[src/ebc_pkg.sv]
// Package for the external bus control-signal block.
// Assumes one 100 MHz system clock and a synchronous active-high reset.
package ebc_pkg;

  // ----------------------------------------------------------------
  // Access spaces and requests
  // ----------------------------------------------------------------
  typedef enum logic [1:0] {
    EBC_SP_PROG = 2'h0,
    EBC_SP_DATA = 2'h1,
    EBC_SP_IO   = 2'h2
  } ebc_space_e;

  localparam int EBC_WS_W = 3;
  localparam logic [EBC_WS_W-1:0] EBC_READY_MIN_WS = 3'h2;
  localparam logic [EBC_WS_W-1:0] EBC_WS_ZERO = 3'h0;

  typedef struct packed {
    logic                valid;
    ebc_space_e          space;
    logic                write;
    logic                dma;
    logic [EBC_WS_W-1:0] wait_states;
  } ebc_req_s;

  // ----------------------------------------------------------------
  // Pin bundle: output values and output enables (enable low = drive)
  // ----------------------------------------------------------------
  typedef struct packed {
    logic prog_sel_n;
    logic data_sel_n;
    logic io_sel_n;
    logic mem_strobe_n;
    logic io_strobe_n;
    logic rd_wr_n;
    logic ready;
  } ebc_pins_s;

  localparam ebc_pins_s EBC_PINS_IDLE = '{1'b1, 1'b1, 1'b1, 1'b1, 1'b1, 1'b1, 1'b0};
  localparam ebc_pins_s EBC_OE_ALL_OFF = '{1'b1, 1'b1, 1'b1, 1'b1, 1'b1, 1'b1, 1'b1};

  localparam logic EBC_MODE_HOST = 1'b0;
  localparam logic EBC_MODE_EXTERNAL_MEMORY_INTERFACE = 1'b1;

  // ----------------------------------------------------------------
  // Bus cycle states (Gray along idle -> strobe -> end)
  // ----------------------------------------------------------------
  typedef enum logic [1:0] {
    EBC_ST_IDLE   = 2'h0,
    EBC_ST_STROBE = 2'h1,
    EBC_ST_END    = 2'h3
  } ebc_state_e;

endpackage

[src/ebc_sync2.sv]
// Two-flop synchroniser for one pin level.
// Assumes the pin is asynchronous to i_sys_clk.
`timescale 1ns/1ns
module ebc_sync2
  import ebc_pkg::*;
(
  // Clock and reset
  input  wire logic i_sys_clk,
  input  wire logic i_sys_rst,
  // Level
  input  wire logic i_async,
  output logic      o_sync
);

  logic meta_r;

  always_ff @(posedge i_sys_clk)
  begin
    if (i_sys_rst)
    begin
      meta_r <= 1'b0;
      o_sync <= 1'b0;
    end
    else
    begin
      meta_r <= i_async;
      o_sync <= meta_r;
    end
  end

endmodule

[src/ebc_ctrl.sv]
// External bus control-signal logic: space selects, strobes, R/W, ready.
// Assumes requests come from core logic on i_sys_clk; pins are asynchronous.
//
// Operation
// [RULE_01] Program select low for whole program access
// [RULE_02] Data select low during data access
// [RULE_03] I/O select low during I/O access
// [RULE_04] Output-off low floats all control outputs
// [RULE_05] Memory strobe only for program/data, memory mode
// [RULE_06] Ready low adds one cycle, resample
// [RULE_07] Ready used only with two+ wait states
// [RULE_08] External device drives ready high when done
// [RULE_09] Read/write high except during writes
// [RULE_10] I/O strobe only for processor I/O access
// [RULE_11] Host mode: selects become host data strobes
// [RULE_12] Host mode: ready pin outputs host ready
// [RULE_13] Host mode: read/write pin becomes input
// [RULE_14] Host mode: I/O select is subsystem SUBSYS_B_GPIO_LINE3
// [RULE_15] Host mode: I/O strobe is subsystem SUBSYS_A_GPIO_LINE3
// [RULE_16] Mode input 0 host, 1 memory interface
// [RULE_17] Selects, strobes active low, high between accesses
`timescale 1ns/1ns
module ebc_ctrl
  import ebc_pkg::*;
(
  // Clock and reset
  input  wire logic i_sys_clk,
  input  wire logic i_sys_rst,
  // Mode and output-off pins
  input  wire logic i_interface_mode_select,
  input  wire logic i_output_off_n,
  // Core access request
  input  wire ebc_req_s i_req,
  output logic o_req_ready,
  output logic o_done,
  // Host port side
  input  wire logic i_host_port_ready,
  output logic o_host_data_strobe_1_n,
  output logic o_host_data_strobe_2_n,
  output logic o_host_rd_wr_n,
  // Subsystem GPIO line 3 (A and B)
  input  wire logic i_subsys_a_gpio_line3_out,
  input  wire logic i_subsys_a_gpio_line3_dir,
  input  wire logic i_subsys_a_timer_en,
  input  wire logic i_subsys_a_timer_out,
  output logic o_subsys_a_gpio_line3_in,
  input  wire logic i_subsys_b_gpio_line3_out,
  input  wire logic i_subsys_b_gpio_line3_dir,
  input  wire logic i_subsys_b_timer_en,
  input  wire logic i_subsys_b_timer_out,
  output logic o_subsys_b_gpio_line3_in,
  // Pins: input, output, output enable (low = drive)
  input  wire ebc_pins_s i_pins,
  output ebc_pins_s o_pins,
  output ebc_pins_s o_pins_oe
);

  // ----------------------------------------------------------------
  // Pin synchronisers
  // ----------------------------------------------------------------
  logic [6:0] pin_raw;
  logic [6:0] pin_sync;
  logic mode_sync;
  logic off_n_sync;

  assign pin_raw = {i_pins.prog_sel_n, i_pins.data_sel_n, i_pins.io_sel_n,
                    i_pins.io_strobe_n, i_pins.rd_wr_n, i_pins.ready,
                    i_interface_mode_select};

  genvar g;
  generate
    for (g = 0; g < 7; g++)
    begin : g_sync
      ebc_sync2 u_sync (
        .i_sys_clk (i_sys_clk),
        .i_sys_rst (i_sys_rst),
        .i_async   (pin_raw[g]),
        .o_sync    (pin_sync[g])
      );
    end
  endgenerate

  ebc_sync2 u_off_sync (
    .i_sys_clk (i_sys_clk),
    .i_sys_rst (i_sys_rst),
    .i_async   (i_output_off_n),
    .o_sync    (off_n_sync)
  );

  assign mode_sync = pin_sync[0];

  logic external_memory_interface_mode;
  assign external_memory_interface_mode = (mode_sync == EBC_MODE_EXTERNAL_MEMORY_INTERFACE); // RULE_16

  // ----------------------------------------------------------------
  // Bus cycle sequencer
  // ----------------------------------------------------------------
  ebc_state_e state_r;
  ebc_state_e state_nxt;
  ebc_req_s cur_r;
  logic [EBC_WS_W-1:0] ws_cnt_r;
  logic use_ready;
  logic ready_ok;

  assign use_ready = (cur_r.wait_states >= EBC_READY_MIN_WS); // RULE_07
  assign ready_ok = !use_ready || pin_sync[1]; // RULE_06 RULE_08

  always_comb
  begin
    state_nxt = state_r;
    unique case (state_r)
      EBC_ST_IDLE:
        if (i_req.valid && external_memory_interface_mode)
          state_nxt = EBC_ST_STROBE;
      EBC_ST_STROBE:
        if (ws_cnt_r == EBC_WS_ZERO && ready_ok)
          state_nxt = EBC_ST_END; // RULE_06
      EBC_ST_END:
        state_nxt = EBC_ST_IDLE; // RULE_17
      default:
        state_nxt = EBC_ST_IDLE;
    endcase
  end

  always_ff @(posedge i_sys_clk)
  begin
    if (i_sys_rst)
      state_r <= EBC_ST_IDLE;
    else
      state_r <= state_nxt;
  end

  always_ff @(posedge i_sys_clk)
  begin
    if (i_sys_rst)
    begin
      cur_r <= '0;
      ws_cnt_r <= EBC_WS_ZERO;
    end
    else if (state_r == EBC_ST_IDLE && state_nxt == EBC_ST_STROBE)
    begin
      cur_r <= i_req;
      ws_cnt_r <= i_req.wait_states;
    end
    else if (state_r == EBC_ST_STROBE && ws_cnt_r != EBC_WS_ZERO)
      ws_cnt_r <= ws_cnt_r - 3'h1;
  end

  always_ff @(posedge i_sys_clk)
  begin
    if (i_sys_rst)
    begin
      o_req_ready <= 1'b0;
      o_done <= 1'b0;
    end
    else
    begin
      o_req_ready <= (state_nxt == EBC_ST_IDLE) && external_memory_interface_mode;
      o_done <= (state_r == EBC_ST_STROBE) && (state_nxt == EBC_ST_END);
    end
  end

  // ----------------------------------------------------------------
  // Pin drive
  // ----------------------------------------------------------------
  logic act;
  ebc_pins_s pins_nxt;
  ebc_pins_s oe_nxt;

  assign act = (state_nxt == EBC_ST_STROBE);

  always_comb
  begin
    pins_nxt = EBC_PINS_IDLE;
    oe_nxt = EBC_OE_ALL_OFF;
    if (external_memory_interface_mode)
    begin
      oe_nxt = '{1'b0, 1'b0, 1'b0, 1'b0, 1'b0, 1'b0, 1'b1};
      if (act || state_r == EBC_ST_STROBE)
      begin
        pins_nxt.prog_sel_n = !(cur_r.space == EBC_SP_PROG); // RULE_01 RULE_17
        pins_nxt.data_sel_n = !(cur_r.space == EBC_SP_DATA); // RULE_02
        pins_nxt.io_sel_n = !(cur_r.space == EBC_SP_IO); // RULE_03
        pins_nxt.rd_wr_n = !cur_r.write; // RULE_09
      end
      if (state_r == EBC_ST_STROBE)
      begin
        pins_nxt.mem_strobe_n = (cur_r.space == EBC_SP_IO); // RULE_05
        pins_nxt.io_strobe_n = !(cur_r.space == EBC_SP_IO && !cur_r.dma); // RULE_10
      end
      if (state_r == EBC_ST_IDLE && act)
      begin
        pins_nxt.prog_sel_n = !(i_req.space == EBC_SP_PROG);
        pins_nxt.data_sel_n = !(i_req.space == EBC_SP_DATA);
        pins_nxt.io_sel_n = !(i_req.space == EBC_SP_IO);
        pins_nxt.rd_wr_n = !i_req.write;
      end
    end
    else
    begin
      // Host mode: ready out driven, GPIO3 lines driven per direction or when the timer is enabled
      oe_nxt.ready = 1'b0; // RULE_12
      pins_nxt.ready = i_host_port_ready;
      pins_nxt.io_sel_n = i_subsys_b_timer_en ? i_subsys_b_timer_out
                                              : i_subsys_b_gpio_line3_out; // RULE_14
      oe_nxt.io_sel_n = !(i_subsys_b_timer_en || i_subsys_b_gpio_line3_dir);
      pins_nxt.io_strobe_n = i_subsys_a_timer_en ? i_subsys_a_timer_out
                                                 : i_subsys_a_gpio_line3_out; // RULE_15
      oe_nxt.io_strobe_n = !(i_subsys_a_timer_en || i_subsys_a_gpio_line3_dir);
    end
    if (!off_n_sync)
      oe_nxt = EBC_OE_ALL_OFF; // RULE_04
  end

  always_ff @(posedge i_sys_clk)
  begin
    if (i_sys_rst)
    begin
      o_pins <= EBC_PINS_IDLE;
      o_pins_oe <= EBC_OE_ALL_OFF;
    end
    else
    begin
      o_pins <= pins_nxt;
      o_pins_oe <= oe_nxt;
    end
  end

  // ----------------------------------------------------------------
  // Host-mode inputs
  // ----------------------------------------------------------------
  always_ff @(posedge i_sys_clk)
  begin
    if (i_sys_rst)
    begin
      o_host_data_strobe_1_n <= 1'b1;
      o_host_data_strobe_2_n <= 1'b1;
      o_host_rd_wr_n <= 1'b1;
      o_subsys_a_gpio_line3_in <= 1'b0;
      o_subsys_b_gpio_line3_in <= 1'b0;
    end
    else
    begin
      o_host_data_strobe_1_n <= external_memory_interface_mode ? 1'b1 : pin_sync[6]; // RULE_11
      o_host_data_strobe_2_n <= external_memory_interface_mode ? 1'b1 : pin_sync[5]; // RULE_11
      o_host_rd_wr_n <= external_memory_interface_mode ? 1'b1 : pin_sync[2]; // RULE_13
      o_subsys_b_gpio_line3_in <= pin_sync[4];
      o_subsys_a_gpio_line3_in <= pin_sync[3];
    end
  end

endmodule

[config.mk]
export PLATFORM = sky130hd
export DESIGN_NAME = ebc_ctrl
export DESIGN_NICKNAME = d
export VERILOG_FILES = /design/src/ebc_pkg.sv /design/src/ebc_sync2.sv /design/src/ebc_ctrl.sv
export SDC_FILE = /design/constraint.sdc
export NUM_CORES = 1
export LEC_CHECK = 0
export BUFFER_PORTS_ARGS = -buffer_cell sky130_fd_sc_hd__buf_2
export CAP_MARGIN = 10
export CORE_ASPECT_RATIO = 0.9
export CORE_MARGIN = 3
export CORE_UTILIZATION = 45
export CTS_CLUSTER_SIZE = 12
export DETAILED_ROUTE_END_ITERATION = 10
export MAX_ROUTING_LAYER = met4
export PLACE_DENSITY = 0.72
export SYNTH_ARGS = -nofsm -noshare
export SYNTH_HDL_FRONTEND = slang
export SYNTH_SLANG_ARGS = --single-unit
[constraint.sdc]
create_clock -name i_sys_clk -period 1.5 [get_ports i_sys_clk]
set_clock_uncertainty 0.15 [all_clocks]
set_input_delay 0.3 -clock i_sys_clk [delete_from_list [all_inputs] [get_ports i_sys_clk]]
set_output_delay 0.3 -clock i_sys_clk [all_outputs]
set_load 0.02 [all_outputs]
==> flow_summary_export.csv <==
group,metric,value,unit
finish,fin_nets,228,
global_route,grt_pass1_wl,4780,microns
critical_path,required,1530,ps
floorplan,die_width,68.1,microns
power_and_ir_drop,p_seq_frac,0.580,
route,top_layer,"met4",
route,ant_nets,0,
clock_network,cts_tree,"yes",
worst_hold_path,hold_path_depth,2,
critical_path,timing.critical_path.buf_inv,0,
timing,slew_headroom,0.778,
clock_network,cts.sinks,45,
place,dp_hpwl,2160,microns
critical_path,start_kind,"flip-flop",
global_route,grt_max_degree,21,
place,dp_cells,233,
finish,diodes,0,
timing,tns,0,ps
global_route,antenna_found_initial,0,
power_and_ir_drop,p_per_area,1130,nW/um^2
clock_network,max-clock-path-buffers,2,
timing,timing.fmax,0.705,GHz
route,routed_wl,2930,microns
clock_network,hold_buffers,0,
floorplan,start_util,0.491,
worst_hold_path,worstHoldStart,"i_subsys_a_gpio_line3_dir",
logic_synthesis,seq_area_frac_synth,0.576,
clock_network,numCtsBuffers,5,
run,drv_cap,0,
place,port_buffers,47,
floorplan,ios,49,
finish,instances_no_fill,240,
place,post-place-ws,51.6,ps
power_and_ir_drop,p_comb_frac,0.085,
power_and_ir_drop,p_int,1.69,mW
critical_path,path_max_fanout,6,
global_route,grt_use_total,0.162,
logic_synthesis,syn_nets,179,
route,vias,1167,
route,initialDrtViolationCount,29,
floorplan,rows,19,
global_route,gr-total-overflow,0,
route,wl_met3,232,microns
finish,drive_above_1_share,0.328,
critical_path,reg2reg_setup_slack,80,ps
clock_network,ctsRootBufferMaster,"clkbuf_8",
critical_path,crit_slowest_cell,"or3_1",
power_and_ir_drop,clkPwrFrac,0.335,
critical_path,slowest_delay,360,ps
route,dr.pass1.iters,4,
logic_synthesis,synth_cell_types,34,
route,avgViaCountPerCell,4.86,
timing,min_period,1420,ps
route,met1_length,1260,microns
critical_path,cp_cell_sequence,"nand4bb_4 > mux2i_1 > or3_1",
logic_synthesis,ys_ff_latch,45,
clock_network,cts-htree-levels,2,
clock_network,clkTransAtPathRegs,80,ps
critical_path,ff2ff_path_depth,3,
critical_path,rr_startpoint,"state_r[0]",
logic_synthesis,synth-main-ff-cell,"dfxtp_1",
clock_network,insertion_delay,290,ps
critical_path,r2r-end,"o_pins[1]",
timing,layout_setup_ws,81.2,ps
route,routed-wl-met2,1350,microns
timing,worst_slew_pin_slew,328,ps
worst_hold_path,hold_path_class,"input port to flip-flop",
place,gp_congestion,0.829,
logic_synthesis,synth_top_area_frac,0.576,
timing,slew_violations,0,
critical_path,crit_type,"flip-flop to flip-flop",
floorplan,die_h,61.9,microns
logic_synthesis,syn_inst,149,
power_and_ir_drop,p_leak,0.789,nW
timing,post-route-period-util,0.946,
critical_path,endpoint_kind,"flip-flop",
timing,hold_violations,0,
finish,area_growth,22.8,%
power_and_ir_drop,irDropWorstVdd,0.687,mV
route,drc_errors,0,
logic_synthesis,synth_edf_count,0,
timing,grt_setup_unrepaired,"no",
critical_path,arrival,1440,ps
floorplan,core_area,3190,sq um
worst_hold_path,min_to,"o_pins_oe[2]",
logic_synthesis,synth_area_leaders,"dfxtp_1, nor2b_1, nand2_1, buf_4, a21oi_1",
route,wire_per_inst,12.2,microns
power_and_ir_drop,p_sw_frac,0.219,
timing,setup-violations-final,0,
power_and_ir_drop,p_switching,473,uW
logic_synthesis,async_flop_share,0,
floorplan,dieArea,4220,sq um
logic_synthesis,avgSynthCellArea,10.5,sq um
critical_path,critical-path-top-delay-family,"simple AND/OR/NAND/NOR gates",
logic_synthesis,synth_top_cell_by_area,"dfxtp_1",
logic_synthesis,syn_area,1560,sq um
global_route,grt_pass1_vias,1129,
status,status,"finished clean",
logic_synthesis,yosys_warnings,0,
## metal layers
layer | global-route usage | vias up
met5 | - | -
met4 | 0.0963 | 0
met3 | 0.0594 | 9
met2 | 0.269 | 37
met1 | 0.165 | 522
li1 | - | 599
## placed cells by master (no fill, tap or decap), drive strengths merged, types with 3 or more instances in the layout
master / n
nor2: 7
nor2b: 21
dfxtp: 45
nand2: 12
clkbuf: 7
or3: 4
nor4: 5
nor3: 3
nand2b: 4
inv: 3
a21oi: 7
buf: 52
## stage by stage
stage	total power, mW	util	hold WS, ps	cell area (sq um)
floorplan	1.39	-	217	1560
global placement	1.46	0.575	234	1830
detailed placement	1.46	0.575	237	1830
CTS	2.20	0.602	27.1	1920
global route	2.26	0.603	26.4	1920
finish	2.16	0.603	38.2	1920
## cell usage after synthesis (all sizes together), types with 2 or more instances
master and instances:
ha 2, a21oi 7, nor2 7, a311oi 2
mux2i 2, inv 3, nor4 5, nor3b 2
or3 4, buf 7, nand2b 4, nand3 2
a211oi 2, o31ai 2, o21ai 2, dfxtp 45
nor2b 21, nor3 3, nand2 12, o21bai 2
clkbuf 3
## final cells by class
class                   instances  area (sq um)
well taps                      42          52.6
repair buffers                 52           273
fillers                       293          1260
flip-flops and latches         45           902
clock buffers                   7          86.3
inverters                       3          11.3
multi-input cells              91           596
## state kept, by name, summed over array words and instances (netlist names), 2 cells and up
register,flops
o_pins,7
ws_cnt_r,3
g_sync.u_sync.o_sync,7
state_r,2
g_sync.u_sync.meta_r,7
o_pins_oe,4
cur_r,6
## power by group through the flow
stage / clock (mW) / sequential (mW) / combinational (mW)
4_1_cts: 0.762 / 1.25 / 0.184
2_1_floorplan: 0 / 1.30 / 0.0888
3_3_place_gp: 0 / 1.28 / 0.178
3_5_place_dp: 0 / 1.28 / 0.183
6_report: 0.724 / 1.25 / 0.184
5_1_grt: 0.804 / 1.26 / 0.203
## repair_timing
action,in CTS,in global routing
endpoints found under the hold margin,0,0
setup buffers,0,0
resized for setup,0,3
setup endpoints to repair,0,4
## how the worst max path moves through the flow
| stage | end | from | slack (ps) | cells past startpoint |
|---|---|---|---|---|
| 2_1_floorplan | o_pins[1] | state_r[1] | 170 | 3 |
| 3_3_place_gp | ws_cnt_r[2] | g_sync[0].u_sync.o_sync | 90 | 3 |
| 3_5_place_dp | ws_cnt_r[2] | g_sync[0].u_sync.o_sync | 50 | 3 |
| 4_1_cts | ws_cnt_r[2] | g_sync[0].u_sync.o_sync | 30 | 3 |
| 5_1_grt | o_pins[1] | state_r[0] | 9 | 3 |
| 6_report | o_pins[1] | state_r[0] | 80 | 3 |
## kinds of logic (layout without fill, tap and decap cells)
| logic type | count (synthesis) | in the layout | share of synthesized area |
|---|---|---|---|
| simple gates | 68 | 68 | 0.267 |
| flops | 45 | 45 | 0.576 |
| compound gates | 19 | 19 | 0.0832 |
| buf+inv | 13 | 62 | 0.0448 |
| fa+ha+maj | 2 | 2 | 0.0160 |
| mux | 2 | 2 | 0.0128 |
## worst register-to-register path, delay by kind of cell, from the launching register on
kind,cells,cell delay [ps]
and+or+nand+nor,2,640
DFF,1,350
muxes,1,160
Power figures use the tool's default switching activity.
